===== config.mk =====
export PLATFORM = sky130hd
export DESIGN_NAME = srwg_top
export DESIGN_NICKNAME = d
export VERILOG_FILES = /design/src/rtl/srwg_pkg.sv /design/src/rtl/srwg_top.sv
export SDC_FILE = /design/constraint.sdc
export NUM_CORES = 1
export LEC_CHECK = 0
export BUFFER_PORTS_ARGS = -buffer_cell sky130_fd_sc_hd__buf_2
export CAP_MARGIN = 20
export CORE_UTILIZATION = 35
export CTS_CLUSTER_SIZE = 28
export DETAILED_ROUTE_END_ITERATION = 7
export PLACE_DENSITY = 0.65
export SYNTH_ARGS = -nofsm -noshare
export SYNTH_HDL_FRONTEND = slang
export SYNTH_SLANG_ARGS = --single-unit

===== constraint.sdc =====
create_clock -name pclk -period 2.9 [get_ports pclk]
set_input_delay 0.58 -clock pclk [delete_from_list [all_inputs] [get_ports pclk]]
set_output_delay 0.58 -clock pclk [all_outputs]
set_load 0.005 [all_outputs]

===== src/rtl/srwg_pkg.sv =====
// package of constants and carrier types for the supervisor reset and write guard
package srwg_pkg;

    // clock rate and reset hold times, one per timeout select code
    localparam int CLK_MHZ = 25;
    localparam int HOLD_TIME_US_0 = 50;
    localparam int HOLD_TIME_US_1 = 100;
    localparam int HOLD_TIME_US_2 = 200;
    localparam int HOLD_TIME_US_3 = 400;
    localparam int HOLD_CNT_W = 16;

    // register byte offsets
    localparam logic [7:0] CTRL_OFF = 8'h00;
    localparam logic [7:0] STATUS_OFF = 8'h04;
    localparam logic [7:0] INT_STAT_OFF = 8'h08;
    localparam logic [7:0] INT_CLR_OFF = 8'h0C;
    localparam logic [7:0] INT_EN_OFF = 8'h10;
    localparam int ADDR_W = 8;

    // control register fields
    localparam int CTRL_SEL_LO = 0;
    localparam int CTRL_SEL_HI = 1;
    localparam int CTRL_REGION_LSB = 2;
    localparam int CTRL_W = 4;
    localparam logic [CTRL_W-1:0] CTRL_RST = 4'h0;

    // status register fields
    localparam int STAT_RESET = 0;
    localparam int STAT_MON2 = 1;
    localparam int STAT_MON3 = 2;
    localparam int STAT_WP = 3;
    localparam int STAT_SUPPLY = 4;
    localparam int STAT_MANUAL = 5;
    localparam int STAT_W = 6;

    // interrupt event bits
    localparam int EV_RESET_ON = 0;
    localparam int EV_RESET_OFF = 1;
    localparam int EV_MON2 = 2;
    localparam int EV_MON3 = 3;
    localparam int EV_REFUSED = 4;
    localparam int EV_W = 5;
    localparam logic [EV_W-1:0] EV_RST = 5'h00;

    localparam logic [31:0] DATA_ZERO = 32'h0000_0000;

    // comparator results from the analog side
    typedef struct packed {
        logic supply_ok;
        logic monitor2_sense_in;
        logic monitor3_sense_in;
    } srwg_sense_s;

    // write requests from the serial/command side, one-cycle pulses
    typedef struct packed {
        logic nv_req;
        logic vol_req;
    } srwg_wreq_s;

    typedef enum logic [0:0] {
        ST_HOLD,
        ST_RUN
    } srwg_state_e;

endpackage


===== src/rtl/srwg_top.sv =====
// supervisor reset sequencer, monitor pass-through and write guard with apb registers
//
// Implementation choices: the APB interface to the registers and the register addresses.
`timescale 1ns/1ns
`default_nettype none
module srwg_top #(
    parameter int HOLD_CYCLES_0 = srwg_pkg::HOLD_TIME_US_0 * srwg_pkg::CLK_MHZ,
    parameter int HOLD_CYCLES_1 = srwg_pkg::HOLD_TIME_US_1 * srwg_pkg::CLK_MHZ,
    parameter int HOLD_CYCLES_2 = srwg_pkg::HOLD_TIME_US_2 * srwg_pkg::CLK_MHZ,
    parameter int HOLD_CYCLES_3 = srwg_pkg::HOLD_TIME_US_3 * srwg_pkg::CLK_MHZ
) (
    input wire logic pclk,
    input wire logic presetn,
    input wire logic psel,
    input wire logic penable,
    input wire logic pwrite,
    input wire logic [31:0] paddr,
    input wire logic [31:0] pwdata,
    output logic [31:0] prdata,
    output logic pready,
    output logic pslverr,
    input wire logic manual_reset_in,
    input wire logic write_protect_in,
    input wire srwg_pkg::srwg_sense_s sense_in,
    input wire srwg_pkg::srwg_wreq_s wreq_in,
    output logic supply_reset_out,
    output logic monitor2_fail_out,
    output logic monitor3_fail_out,
    output logic nv_write_ok,
    output logic vol_write_ok,
    output logic irq
);

    ////////////////////////////////////////////////////////////////////////////
    // registers

    srwg_pkg::srwg_state_e state_q, state_d;
    logic [srwg_pkg::HOLD_CNT_W-1:0] hold_cnt_q, hold_cnt_d;
    logic rst_out_q, rst_out_d;
    logic mon2_q, mon2_d;
    logic mon3_q, mon3_d;
    logic nv_ok_q, nv_ok_d;
    logic vol_ok_q, vol_ok_d;
    logic [srwg_pkg::CTRL_W-1:0] ctrl_q, ctrl_d;
    logic [srwg_pkg::EV_W-1:0] int_stat_q, int_stat_d;
    logic [srwg_pkg::EV_W-1:0] int_en_q, int_en_d;
    logic irq_q, irq_d;
    logic [31:0] prdata_q, prdata_d;
    logic pready_q, pready_d;
    logic pslverr_q, pslverr_d;

    logic src_active;
    logic [srwg_pkg::HOLD_CNT_W-1:0] reload;
    logic [1:0] region;
    logic [srwg_pkg::EV_W-1:0] events;
    logic setup, wr_take, mapped;
    logic [srwg_pkg::ADDR_W-1:0] addr;

    // hold count minus one for each select code
    function automatic logic [srwg_pkg::HOLD_CNT_W-1:0] hold_load(input logic [1:0] sel);
        logic [srwg_pkg::HOLD_CNT_W-1:0] v;
        case (sel)
            2'h0: v = srwg_pkg::HOLD_CNT_W'(HOLD_CYCLES_0 - 1);
            2'h1: v = srwg_pkg::HOLD_CNT_W'(HOLD_CYCLES_1 - 1);
            2'h2: v = srwg_pkg::HOLD_CNT_W'(HOLD_CYCLES_2 - 1);
            default: v = srwg_pkg::HOLD_CNT_W'(HOLD_CYCLES_3 - 1);
        endcase
        return v;
    endfunction

    ////////////////////////////////////////////////////////////////////////////
    // reset sequencer

    // any reset source: manual pin or supply under its trip level
    assign src_active = manual_reset_in | ~sense_in.supply_ok;
    // select bits are read live, so a change affects the next reload only
    assign reload = hold_load(ctrl_q[srwg_pkg::CTRL_SEL_HI:srwg_pkg::CTRL_SEL_LO]);

    // next state of the hold counter and reset output
    always_comb begin
        state_d = state_q;
        hold_cnt_d = hold_cnt_q;
        rst_out_d = rst_out_q;
        case (state_q)
            srwg_pkg::ST_HOLD: begin
                rst_out_d = 1'b1;
                if (src_active) begin
                    hold_cnt_d = reload;
                end else if (hold_cnt_q == '0) begin
                    state_d = srwg_pkg::ST_RUN;
                    rst_out_d = 1'b0;
                end else begin
                    hold_cnt_d = hold_cnt_q - 1'b1;
                end
            end
            srwg_pkg::ST_RUN: begin
                if (src_active) begin
                    state_d = srwg_pkg::ST_HOLD;
                    rst_out_d = 1'b1;
                    hold_cnt_d = reload;
                end
            end
            default: begin
                state_d = srwg_pkg::ST_HOLD;
                rst_out_d = 1'b1;
                hold_cnt_d = reload;
            end
        endcase
    end

    // reset out of power-up starts in hold with the default select code
    always_ff @(posedge pclk or negedge presetn) begin
        if (!presetn) begin
            state_q <= srwg_pkg::ST_HOLD;
            hold_cnt_q <= srwg_pkg::HOLD_CNT_W'(HOLD_CYCLES_0 - 1);
            rst_out_q <= 1'b1;
        end else begin
            state_q <= state_d;
            hold_cnt_q <= hold_cnt_d;
            rst_out_q <= rst_out_d;
        end
    end

    ////////////////////////////////////////////////////////////////////////////
    // monitors and write guard

    // one flop only, required to keep outputs registered; no stretching
    assign region = ctrl_q[srwg_pkg::CTRL_REGION_LSB +: 2];

    always_comb begin
        mon2_d = sense_in.monitor2_sense_in;
        mon3_d = sense_in.monitor3_sense_in;
        // pad pull-down: low write protect leaves writes open
        nv_ok_d = wreq_in.nv_req & ~write_protect_in;
        vol_ok_d = wreq_in.vol_req & ~(write_protect_in & (region != 2'h0));
    end

    always_ff @(posedge pclk or negedge presetn) begin
        if (!presetn) begin
            mon2_q <= 1'b0;
            mon3_q <= 1'b0;
            nv_ok_q <= 1'b0;
            vol_ok_q <= 1'b0;
        end else begin
            mon2_q <= mon2_d;
            mon3_q <= mon3_d;
            nv_ok_q <= nv_ok_d;
            vol_ok_q <= vol_ok_d;
        end
    end

    ////////////////////////////////////////////////////////////////////////////
    // apb slave and interrupts

    assign addr = paddr[srwg_pkg::ADDR_W-1:0];
    assign setup = psel & ~penable;
    // a write lands only at the completing access edge
    assign wr_take = psel & penable & pready_q & pwrite;
    assign mapped = (paddr[31:srwg_pkg::ADDR_W] == '0) &&
                    (addr == srwg_pkg::CTRL_OFF || addr == srwg_pkg::STATUS_OFF ||
                     addr == srwg_pkg::INT_STAT_OFF || addr == srwg_pkg::INT_CLR_OFF ||
                     addr == srwg_pkg::INT_EN_OFF);

    // event pulses, taken from the next values of the registered outputs
    always_comb begin
        events = '0;
        events[srwg_pkg::EV_RESET_ON] = rst_out_d & ~rst_out_q;
        events[srwg_pkg::EV_RESET_OFF] = ~rst_out_d & rst_out_q;
        events[srwg_pkg::EV_MON2] = mon2_d ^ mon2_q;
        events[srwg_pkg::EV_MON3] = mon3_d ^ mon3_q;
        events[srwg_pkg::EV_REFUSED] = (wreq_in.nv_req & ~nv_ok_d) | (wreq_in.vol_req & ~vol_ok_d);
    end

    // register file; a new event wins over a clear in the same cycle
    always_comb begin
        ctrl_d = ctrl_q;
        int_en_d = int_en_q;
        int_stat_d = int_stat_q;
        prdata_d = prdata_q;
        pslverr_d = 1'b0;
        pready_d = setup; // answer one cycle after setup
        if (wr_take && mapped) begin
            case (addr)
                srwg_pkg::CTRL_OFF: ctrl_d = pwdata[srwg_pkg::CTRL_W-1:0];
                srwg_pkg::INT_CLR_OFF: int_stat_d = int_stat_q & ~pwdata[srwg_pkg::EV_W-1:0];
                srwg_pkg::INT_EN_OFF: int_en_d = pwdata[srwg_pkg::EV_W-1:0];
                default: int_stat_d = int_stat_q;
            endcase
        end
        int_stat_d = int_stat_d | events;
        if (setup) begin
            prdata_d = srwg_pkg::DATA_ZERO;
            pslverr_d = ~mapped;
            if (!pwrite) begin
                case (addr)
                    srwg_pkg::CTRL_OFF: prdata_d[srwg_pkg::CTRL_W-1:0] = ctrl_q;
                    srwg_pkg::STATUS_OFF: begin
                        prdata_d[srwg_pkg::STAT_RESET] = rst_out_q;
                        prdata_d[srwg_pkg::STAT_MON2] = mon2_q;
                        prdata_d[srwg_pkg::STAT_MON3] = mon3_q;
                        prdata_d[srwg_pkg::STAT_WP] = write_protect_in;
                        prdata_d[srwg_pkg::STAT_SUPPLY] = sense_in.supply_ok;
                        prdata_d[srwg_pkg::STAT_MANUAL] = manual_reset_in;
                    end
                    srwg_pkg::INT_STAT_OFF: prdata_d[srwg_pkg::EV_W-1:0] = int_stat_q;
                    srwg_pkg::INT_EN_OFF: prdata_d[srwg_pkg::EV_W-1:0] = int_en_q;
                    default: prdata_d = srwg_pkg::DATA_ZERO;
                endcase
            end
        end
        irq_d = |(int_stat_d & int_en_d);
    end

    always_ff @(posedge pclk or negedge presetn) begin
        if (!presetn) begin
            ctrl_q <= srwg_pkg::CTRL_RST;
            int_en_q <= srwg_pkg::EV_RST;
            int_stat_q <= srwg_pkg::EV_RST;
            irq_q <= 1'b0;
            prdata_q <= srwg_pkg::DATA_ZERO;
            pready_q <= 1'b0;
            pslverr_q <= 1'b0;
        end else begin
            ctrl_q <= ctrl_d;
            int_en_q <= int_en_d;
            int_stat_q <= int_stat_d;
            irq_q <= irq_d;
            prdata_q <= prdata_d;
            pready_q <= pready_d;
            pslverr_q <= pslverr_d;
        end
    end

    // outputs straight from flops
    assign supply_reset_out = rst_out_q;
    assign monitor2_fail_out = mon2_q;
    assign monitor3_fail_out = mon3_q;
    assign nv_write_ok = nv_ok_q;
    assign vol_write_ok = vol_ok_q;
    assign irq = irq_q;
    assign prdata = prdata_q;
    assign pready = pready_q;
    assign pslverr = pslverr_q;
endmodule
`default_nettype wire


; ---- After elaboration in Yosys (flattened, before gate mapping)
; Index checks and enable logic that the tools add are counted.
[totals]
reg_bits = 71
inputBits = 76
word_cells = 88
[op_classes]
addsub = 1
eq_ne = 8
mux = 22
bitwise_logic = 29
reduce_logical = 14
[ops]
columns = operator, n
row1 = $mux 16, 3
row2 = $pmux 14 s3, 1
row3 = $pmux 16 s2, 1
row4 = $logic_not 24->1, 1
row5 = $mux 5, 4
row6 = $eq 8x4->1 const B, 2
row7 = $logic_not 16->1, 1
row8 = $pmux 4 s4, 1
row9 = $sub 16x1->16 const B, 1
row10 = $and 1x1->1, 11
row11 = $and 5x5->5, 2
row12 = $not 1->1, 10
row13 = $eq 8x3->1 const B, 1
row14 = $eq 8x5->1 const B, 1
row15 = $logic_not 8->1, 1
row16 = $mux 1, 8
row17 = $mux 6, 1
row18 = $not 5->5, 1
row19 = $or 5x5->5, 1
row20 = $reduce_or 5->1, 1
row21 = $logic_or 1x1->1, 4
row22 = $pmux 1 s2, 2
row23 = $reduce_and 2->1, 2
row24 = $ne 3x3->1 const B, 1
row25 = 9 further kinds, 12

; ---- Depth between registers and ports, before layout
; Gate-level depths: netlist of the first run.
[logic_depth]
ltp_word = 11
ltp_mapped = 10
ltp_nobuf = 10

; ---- Least setup slack after synthesis of the first run
; No wires, ideal clock.
[synth_path]
path_kind = input -> register
from = input paddr[10]
to = register irq_q (netlist: irq)
setup_time_ns = 0.147
arrival_time_ns = 2.210
required_ns = 2.753
path_slack_ns = 0.543
cell_stages = 6
n_path_buf = 0
path_cell_list = nor4_2 nand4_2 nor3_4 mux2_2 a222oi_1 o221ai_1
[synth_via]
elab_cells_between_ends = 8
cone_classes = 2 x mux / 2 x bitwise / 4 x reduce/logical
[synth_rtl]
columns = element, line
row1 = from (decl), srwg_top.sv:17  ; input wire logic [31:0] paddr,
row2 = $logic_not 24->1, srwg_top.sv:159  ; assign mapped = (paddr[31:srwg_pkg::ADDR_W] == '0) &&
row3 = $logic_and 1x1->1, srwg_top.sv:159
row4 = $logic_and 1x1->1, srwg_top.sv:182  ; if (wr_take && mapped) begin
row5 = $mux 5, srwg_top.sv:182
row6 = via int_en_d (one bit), srwg_top.sv:46  ; logic [srwg_pkg::EV_W-1:0] int_en_q, int_en_d;
row7 = $and 5x5->5, srwg_top.sv:211  ; irq_d = |(int_stat_d & int_en_d);
row8 = $reduce_or 5->1, srwg_top.sv:211
row9 = via irq_d, srwg_top.sv:47  ; logic irq_q, irq_d;
row10 = to (signal assigned), srwg_top.sv:227  ; irq_q <= irq_d;
row11 = to (decl), srwg_top.sv:47
; The timed path passes the listed nets, and every way through them passes these cells.
; A chain may end at the register's enable or synchronous reset.

; ---- Final worst setup path of the first run
[layout_path]
from = input paddr[15]
to = register irq_q (netlist: irq)
; The elaborated chain is that of the path after synthesis.

==> flow_metrics.py, run 1 <==
metrics = {
    "floorplanning": {
        "fp.coreArea_um2": 7770,
        "die_h_um": 91.7,
        "dieArea_um2": 8410,
        "initial_core_util": 0.363,
        "fp.dieW_um": 91.7,
        "pin_count": 116,
        "rows": 32,
    },
    "drt": {
        "vias": 2243,
        "drc": 0,
        "top_layer": "met4",
        "drt_first_iter_violations": 119,
        "drt_first_pass_iters": 4,
        "wl_met1_mm": 2.94,
        "drtAntennaViolNets": 0,
        "routedWlPerCell_um": 13.9,
        "met2_length_mm": 3.02,
        "via_per_inst": 4.97,
        "routed_wl_mm": 6.29,
        "met3_length_um": 246,
    },
    "pwr": {
        "p_leak_nw": 1.48,
        "power_mw": 1.35,
        "clkPwrFrac": 0.420,
        "p_seq_frac": 0.481,
        "power_density_nw_per_um2": 411,
        "p_switching_uw": 316,
        "switching_share": 0.234,
        "p_int_mw": 1.03,
        "comb_power_share": 0.099,
        "ir_drop_uv": 145,
    },
    "clock_tree": {
        "ctsResizeCount": 0,
        "post-cts-setup-buffers": 0,
        "cts.reportedPaths.clkPinSlew_ns": 0.09,
        "cts_root_buf": "clkbuf_8",
        "ctsHoldBuffers": 0,
        "cts.sink_count": 45,
        "cts_buffer_depth": 2,
        "cts_tree": "built",
        "cts-buffers-inserted": 5,
        "worstSkewPairLatency_ns": 0.30,
        "htree_levels": 2,
    },
    "sta": {
        "setup_viol": 0,
        "hold_viol": 0,
        "rsz0062_at_grt": "no",
        "max_slew_margin": 0.437,
        "period_share": 0.825,
        "fin_worst_skew_ns": 0.00600,
        "clock.fmax_ghz": 0.418,
        "period_minus_slack_ns": 2.39,
        "worst_pin_slew_ns": 0.832,
        "slew_violations": 0,
        "fin_setup_tns_ns": 0,
    },
    "setup_path": {
        "start_kind": "primary input",
        "end_kind": "flip-flop",
        "crit_chain": "buf_2 > nor4_2 > nand4_4 > nor3_4 > mux2_2 > a222oi_1 > o221ai_1",
        "critPathKind": "in2reg",
        "critPathMaxStageDelay_ns": 0.40,
        "worstPathMaxFanout": 6,
        "crit_arrival_ns": 2.56,
        "slowest_stage": "mux2_2",
        "cp.required_ns": 3.06,
    },
    "global_routing": {
        "grtUsageTotal": 0.159,
        "grt_max_degree": 46,
        "grt_antenna_before_repair": 0,
        "grt_pass1_vias": 2202,
        "gr-total-overflow": 0,
        "grt_pass1_wl_mm": 10.7,
    },
    "cells_and_area": {
        "diodes": 0,
        "final_nets": 432,
        "area_growth_pct": 16.7,
        "num-fill-cells": 770,
        "drive_gt1_frac": 0.318,
    },
    "yosys": {
        "ys_seq_elements": 45,
        "synth_edf_count": 0,
        "async_reset_ff_frac": 1.00,
        "avgSynthCellArea_um2": 9.88,
        "synth_flop_cell": "dfrtp_1",
        "yosys_warnings": 0,
        "synth-seq-area-share": 0.402,
        "synthCells": 285,
        "syn-cell-area_um2": 2820,
        "ys_types": 59,
    },
    "run_status": {
        "status": "complete, no violations",
    },
    "placed_design": {
        "dp_hpwl_mm": 4.73,
        "portBuffers": 62,
        "gp_congestion": 0.816,
    },
    "worst_hold_path": {
        "hp-class": "in2async",
    },
    "flow_run": {
        "cap_violations": 0,
    },
}
## synth_stat cells (6+ instances only)
master | number | area (um2)
inv_1 | 10 | 37.5
mux2i_1 | 6 | 60.1
nor4_2 | 8 | 100
dfstp_2 | 6 | 158
o21ai_0 | 21 | 105
a21oi_1 | 10 | 50.1
dfrtp_1 | 39 | 976
nor3_1 | 6 | 30.0
o21ai_1 | 7 | 35.0
nand2_1 | 31 | 116
nor2_1 | 16 | 60.1
buf_4 | 27 | 203
ha_1 | 8 | 100
## per-layer routing
metal	global-route usage	up-vias
met5	0	-
met2	0.264	56
met4	0.0443	0
met1	0.212	1086
met3	0.0282	6
li1	-	1095
## final cells by class
cell class                 count  area [um2]  share of cell area
tap                          102         128              0.0388
multi-input combinational    219        1500               0.455
clock buffer                   5        68.8              0.0209
timing repair buffer          66         353               0.107
inverter                      11        42.5              0.0129
clock inverter                 3        65.1              0.0198
sequential                    45        1130               0.345
## power groups by stage
stage / Clock [mW] / Combinational, mW / Sequential (mW)
global route: 0.603 / 0.150 / 0.651
CTS: 0.580 / 0.131 / 0.650
detailed placement: 0 / 0.131 / 0.661
floorplan: 0 / 0.0877 / 0.660
global placement: 0 / 0.128 / 0.661
finish: 0.568 / 0.133 / 0.649
## state kept, by name (all words and copies together), names as in the netlist
signal,count
pslverr,1
irq,1
vol_write_ok,1
int_stat_q,5
monitor3_fail_out,1
ctrl_q,4
int_en_q,5
monitor2_fail_out,1
nv_write_ok,1
hold_cnt_q,16
prdata,6
state_q,1
pready,1
supply_reset_out,1
## metrics by stage
stage	cell area (um2)	utilization	std cells	setup WS [ns]	hold WS, ns
after global routing	3290	0.423	451	0.421	0.113
after global placement	3130	0.404	442	0.220	0.465
after floorplan	2910	-	310	0.543	0.284
final	3290	0.423	451	0.508	0.113
after detailed placement	3130	0.404	442	0.210	0.469
after CTS	3270	0.421	450	0.510	0.397
## path summary, 6_finish.rpt
path                                 from                 to  slack [ns]  cells past startpoint
setup / recovery                paddr[15]                irq        0.51                      7
hold / removal                    presetn     hold_cnt_q[12]        0.11                      1
setup reg to reg           hold_cnt_q[12]                irq        0.60                      8
hold reg to reg                 prdata[3]          prdata[3]        0.48                      2
max in group asynchronous         presetn     hold_cnt_q[10]        2.27                      2
min in group pclk             sense_in[0]  monitor3_fail_out        0.40                      1
## kinds of logic (layout without fill, tap and decap cells)
group           count (synthesis)  count (layout)  share of synthesized area
xor+xnor                       10              10                     0.0311
flops                          45              45                      0.402
other cells                     1              26                    0.00133
simple gates                  104             104                      0.250
mux                            11              11                     0.0413
buf+inv                        46              85                     0.0991
compound gates                 60              60                      0.139
fa+ha+maj                       8               8                     0.0355
## critical path, delay by kind of cell
| family | cells | cell delay [ns] |
|---|---|---|
| mux | 1 | 0.40 |
| buf+inv | 1 | 0.10 |
| compound gates | 2 | 0.59 |
| simple gates | 3 | 0.90 |
## cell usage in the layout (no fill, tap or decap), types with 2 or more instances in the layout
master	count
buf_2	62
dfrtp_1	39
nand2_1	31
conb_1	26
o21ai_0	21
nor2_1	16
inv_1	10
a21oi_1	10
nor4_2	8
ha_1	8
o21ai_1	7
mux2i_1	6
nor3_1	6
dfstp_2	6
mux2_2	5
xnor2_1	5
xor2_1	5
nand2b_1	5
clkbuf_8	5
nand3_1	4
or3_1	4
a22o_1	4
a22oi_1	4
buf_4	3
nor4_4	2
nand4_2	2
nor3_2	2
nor3_4	2
nor2b_1	2
nand4_1	2
o31ai_1	2
clkinv_2	2
o41ai_2	2
nand3b_1	2
or4_1	2
nand4b_1	2
bufinv_16	2
Power figures use the tool's default switching activity.
==> run 2, diff against run 1 <==
ABC_AREA = 1   (was default)
clock period = 2.4 ns   (was 2.9 ns; I/O delays follow)
==> run 2 against run 1 <==
Compared with the run above: final cell count grew 27%; clock skew hardly changed; first-iteration DRC count shrank 10%; via count increased by 23%; sequential power rose by 21%; critical path type is now reg2reg; highest routed layer unchanged; global-route usage rose by 1.2 points; combinational power grew 26%; setup slack better by 0.020 ns.
==> flow_metrics.py, run 2 <==
metrics = {
    "pwr": {
        "comb_power_share": 0.107,
        "switching_share": 0.246,
        "p_seq_frac": 0.503,
        "p_leak_nw": 1.84,
        "p_int_mw": 1.18,
        "clkPwrFrac": 0.391,
        "power_density_nw_per_um2": 449,
        "p_switching_uw": 385,
        "ir_drop_uv": 198,
    },
    "clock_tree": {
        "cts_tree": "built",
        "worstSkewPairLatency_ns": 0.30,
        "ctsResizeCount": 0,
        "cts_buffer_depth": 2,
        "cts.reportedPaths.clkPinSlew_ns": 0.09,
        "htree_levels": 2,
        "ctsHoldBuffers": 0,
        "cts-buffers-inserted": 5,
        "cts_root_buf": "clkbuf_8",
        "cts.sink_count": 45,
        "post-cts-setup-buffers": 0,
    },
    "setup_path": {
        "crit_arrival_ns": 2.08,
        "critPathMaxStageDelay_ns": 0.55,
        "start_kind": "flip-flop",
        "slowest_stage": "dfstp_2",
        "path_common_cell": "inv_1",
        "end_kind": "flip-flop",
        "crit_chain": "inv_1 > ha_1 > nand3_1 > o21ai_2 > nand2_2 > inv_2 > a21oi_1 > o21ai_0 > o21ai_1 > inv_1",
        "critPathKind": "reg2reg",
        "worstPathMaxFanout": 4,
        "cp.required_ns": 2.61,
    },
    "sta": {
        "hold_viol": 0,
        "setup_ws_ns": 0.528,
        "period_minus_slack_ns": 1.87,
        "period_share": 0.780,
        "fin_worst_skew_ns": 0.00584,
        "rsz0062_at_grt": "no",
        "slew_violations": 0,
        "worst_pin_slew_ns": 0.577,
        "max_slew_margin": 0.615,
        "setup_viol": 0,
        "fin_setup_tns_ns": 0,
        "clock.fmax_ghz": 0.534,
    },
    "yosys": {
        "synthTopCellsByCount": "nand2_1 (74), inv_1 (45), dfrtp_1 (39), nor2_1 (38), o21ai_0 (35)",
        "ys_seq_elements": 45,
        "synthMostInstantiatedCell": "nand2_1",
        "synthCells": 393,
        "synth-seq-area-share": 0.378,
        "yosys_warnings": 0,
        "async_reset_ff_frac": 1.00,
        "synth_top_area_share": 0.326,
        "synth_flop_cell": "dfrtp_1",
        "synth_edf_count": 0,
        "yosysTopAreaCell": "dfrtp_1",
        "avgSynthCellArea_um2": 7.62,
        "synth.top_cells.by_area": "dfrtp_1 (33%), nand2_1 (9.3%), buf_4 (6.5%), o21ai_0 (5.8%), inv_1 (5.6%)",
        "syn-cell-area_um2": 3000,
        "ys_types": 41,
    },
    "drt": {
        "drt_first_iter_violations": 107,
        "drc": 0,
        "routed_wl_mm": 6.81,
        "drtAntennaViolNets": 0,
        "vias": 2750,
        "drt_first_pass_iters": 4,
        "routedWlPerCell_um": 11.9,
        "via_per_inst": 4.82,
    },
    "global_routing": {
        "grt_pass1_vias": 2678,
        "grt_antenna_before_repair": 0,
        "gr-total-overflow": 0,
        "grtUsageTotal": 0.171,
        "grt_max_degree": 46,
        "grt_pass1_wl_mm": 12.0,
    },
    "cells_and_area": {
        "drive_gt1_frac": 0.260,
        "final_nets": 549,
        "top_register": "hold_cnt_q",
        "layout_common_cells": "nand2_1 (74), buf_2 (62), inv_1 (45), dfrtp_1 (39), nor2_1 (38)",
        "largest_reg_flops": 16,
        "diodes": 0,
        "area_growth_pct": 16.3,
        "layout_commonest_cell": "nand2_1",
    },
    "floorplanning": {
        "initial_core_util": 0.363,
        "dieArea_um2": 8940,
        "rows": 33,
        "die_h_um": 94.5,
        "pin_count": 116,
        "fp.dieW_um": 94.5,
        "fp.coreArea_um2": 8260,
    },
    "placed_design": {
        "dp_hpwl_mm": 5.33,
        "dp_slack_ns": 0.317,
        "gp_congestion": 0.915,
        "portBuffers": 62,
    },
    "flow_run": {
        "cap_violations": 0,
    },
    "run_status": {
        "status": "complete, no violations",
    },
    "worst_hold_path": {
        "hp-class": "in2async",
    },
}
==> run 2: area by class of cell <==
cell class	count	area, um2
multi-input combinational	286	1520
inverter	58	218
clock inverter	1	30.0
tap	105	131
fill	866	4770
clock buffer	7	86.3
timing repair buffer	69	363
sequential	45	1130
==> run 2: worst paths after layout <==
| path | from | slack (ns) | depth (start not counted) | endpoint |
|---|---|---|---|---|
| setup / recovery | hold_cnt_q[0] | 0.53 | 10 | hold_cnt_q[13] |
| min in group pclk | sense_in[1] | 0.30 | 1 | monitor2_fail_out |
| hold / removal | presetn | 0.25 | 2 | hold_cnt_q[3] |
| max in group asynchronous | presetn | 1.75 | 2 | int_stat_q[4] |
| setup reg to reg | hold_cnt_q[0] | 0.53 | 10 | hold_cnt_q[13] |
| hold reg to reg | prdata[3] | 0.49 | 2 | prdata[3] |
==> run 2: worst max-delay path: cells and delay by family, from the launching register on <==
family          cells  cell delay (ns)
flops               1             0.55
simple gates        2             0.24
buf+inv             3             0.17
compound gates      4             0.63
fa+ha+maj           1             0.20
==> run 2: logic make-up after synthesis <==
logic type,Yosys count,share of synthesized area
adder cells (fa/ha/maj),8,0.0334
multiplexers,1,0.00376
XOR/XNOR,5,0.0146
other,1,0.00125
flip-flops,45,0.378
AND/OR/NAND/NOR,175,0.284
AO/OA/AOI/OAI,71,0.140
buffers and inverters,87,0.145
==> run 2: per-stage QoR <==
step	hold slack (ns)	utilization	power, mW	cells	cell area, um2
global placement	0.460	0.408	0.965	563	3370
detailed placement	0.472	0.408	0.969	563	3370
CTS	0.275	0.422	1.58	571	3480
floorplan	0.184	-	0.911	418	3090
finish	0.250	0.422	1.56	571	3480
global route	0.294	0.422	1.63	571	3480
==> run 2: per-layer routing <==
metal | global-route usage | wire (um) | up-vias
li1 | - | - | 1377
met1 | 0.202 | 2870 | 1268
met2 | 0.312 | 3470 | 93
met3 | 0.0314 | 353 | 12
met4 | 0.0530 | 118 | 0
met5 | 0 | 0 | -
==> run 2: power by group through the flow <==
stage	sequential [mW]	clock [mW]	combinational, mW
finish	0.786	0.611	0.167
global route	0.788	0.650	0.192
CTS	0.786	0.624	0.169
detailed placement	0.800	0	0.169
global placement	0.800	0	0.165
floorplan	0.799	0	0.112
==> run 3, diff against run 2 <==
clock period = 1.8 ns   (was 2.4 ns; I/O delays follow)
==> run 3 against run 2 <==
Compared with the run above: register-to-register slack got worse by 0.43 ns; clock power rose by 32%; global-route usage rose by 0.065 points; final cell count rose by 3.7%; die area did not move; critical path depth fell by 2; core utilization rose by 2.8 points; sequential share of layout area fell by 2.0 points; clock-buffer cell count fell by 2; hold slack got worse by 0.23 ns; power rose by 34%.
==> flow_metrics.py, run 3 (synthesis results as in run 2) <==
metrics = {
    "setup_path": {
        "critPathTopFamily": "flip-flops",
        "cp.required_ns": 1.99,
        "slowest_stage": "dfstp_2",
        "end_kind": "flip-flop",
        "crit_chain": "inv_2 > ha_1 > nand3_2 > o21ai_2 > nand2_2 > buf_6 > o21ai_0 > a32o_1",
        "start_kind": "flip-flop",
        "worstPathMaxFanout": 15,
        "crit_arrival_ns": 1.89,
        "critPathKind": "reg2reg",
        "critPathMaxStageDelay_ns": 0.55,
        "crit_buf_inv": 2,
    },
    "drt": {
        "drtAntennaViolNets": 0,
        "routedWlPerCell_um": 12.1,
        "drt_first_pass_iters": 5,
        "drt_first_iter_violations": 124,
        "via_per_inst": 4.81,
        "drc": 0,
        "vias": 2848,
        "routed_wl_mm": 7.17,
    },
    "clock_tree": {
        "cts.reportedPaths.clkPinSlew_ns": 0.10,
        "cts-buffers-inserted": 5,
        "cts_buffer_depth": 2,
        "worstSkewPairLatency_ns": 0.31,
        "cts_tree": "built",
        "cts.sink_count": 45,
        "htree_levels": 2,
        "cts_root_buf": "clkbuf_8",
    },
    "cells_and_area": {
        "layout_common_cells": "nand2_1 (74), buf_2 (62), inv_1 (43), dfrtp_1 (39), o21ai_0 (35)",
        "area_growth_pct": 24.0,
        "largest_reg_flops": 16,
        "top_register": "hold_cnt_q",
        "fin_area_um2": 3720,
        "drive_gt1_frac": 0.320,
        "layout_commonest_cell": "nand2_1",
        "diodes": 0,
        "final_core_util": 0.450,
        "seq_area_um2": 1130,
        "num-fill-cells": 826,
        "final_nets": 570,
        "multi_input_area_um2": 1580,
    },
    "sta": {
        "hold_viol": 0,
        "fin_worst_skew_ns": 0.0121,
        "period_share": 0.945,
        "setup_ws_ns": 0.0998,
        "setup_viol": 0,
        "fin_hold_ws_ns": 0.0203,
        "clock.fmax_ghz": 0.588,
        "period_minus_slack_ns": 1.70,
        "slew_violations": 0,
    },
    "pwr": {
        "p_leak_nw": 1.94,
        "ir_drop_uv": 297,
        "power_mw": 2.10,
        "power_density_nw_per_um2": 566,
    },
    "placed_design": {
        "portBuffers": 62,
        "dp_hpwl_mm": 5.59,
        "gp_congestion": 0.899,
        "placed_area_um2": 3530,
        "dp_slack_ns": -0.0614,
    },
    "floorplanning": {
        "die_h_um": 94.5,
        "dieArea_um2": 8940,
        "initial_core_util": 0.363,
        "fp.coreArea_um2": 8260,
        "pin_count": 116,
        "fp.dieW_um": 94.5,
        "rows": 33,
    },
    "flow_run": {
        "cap_violations": 0,
    },
    "global_routing": {
        "grtUsageTotal": 0.172,
        "grt_max_degree": 46,
        "gr-total-overflow": 0,
        "grt_pass1_wl_mm": 12.0,
        "grt_pass1_vias": 2706,
        "grt_antenna_before_repair": 0,
    },
    "worst_hold_path": {
        "hp-class": "in2async",
    },
    "run_status": {
        "status": "complete, no violations",
    },
}
run 3: what timing repair did:
action | 4_1_cts | 5_1_grt
endpoints found under the setup margin | 4 | 11
setup buffers | 0 | 1
pin swaps | 0 | 1
hold buffers | 0 | 0
resized for setup | 3 | 14
cloned | 0 | 0
run 3: final cells by class:
class | count | area share
well taps | 105 | 0.0354
repair buffers | 90 | 0.145
multi-input cells | 286 | 0.424
inverters | 58 | 0.0586
clock inverters | 3 | 0.0128
clock buffers | 5 | 0.0185
flip-flops and latches | 45 | 0.305
run 3: power breakdown:
part           switching (mW)  internal [mW]  leakage [nW]
clock                   0.383          0.424        0.0591
sequential             0.0141           1.03         0.533
combinational           0.146          0.102          1.35
run 3: stage by stage:
| stage | TNS (ns) | instances |
|---|---|---|
| 2_1_floorplan | 0 | 418 |
| 3_3_place_gp | -0.0274 | 583 |
| 3_5_place_dp | -0.107 | 583 |
| 4_1_cts | 0 | 591 |
| 5_1_grt | -0.00781 | 592 |
| 6_report | 0 | 592 |
run 3: path summary, 6_finish.rpt:
path | to | slack (ns) | startpoint | cells after the start
max | hold_cnt_q[11] | 0.1 | hold_cnt_q[0] | 8
min | int_stat_q[4] | 0.02 | presetn | 2
max reg2reg | hold_cnt_q[11] | 0.1 | hold_cnt_q[0] | 8
min reg2reg | prdata[0] | 0.49 | prdata[0] | 2
max in group asynchronous | hold_cnt_q[7] | 1.50 | presetn | 2
min in group pclk | monitor2_fail_out | 0.17 | sense_in[1] | 1
run 3: routing by layer:
| layer | track usage | wire length (um) | up-vias |
|---|---|---|---|
| li1 | - | - | 1418 |
| met2 | 0.318 | 3670 | 111 |
| met1 | 0.203 | 2970 | 1308 |
| met5 | 0 | 0 | - |
| met3 | 0.0314 | 413 | 11 |
| met4 | 0.0442 | 110 | 0 |
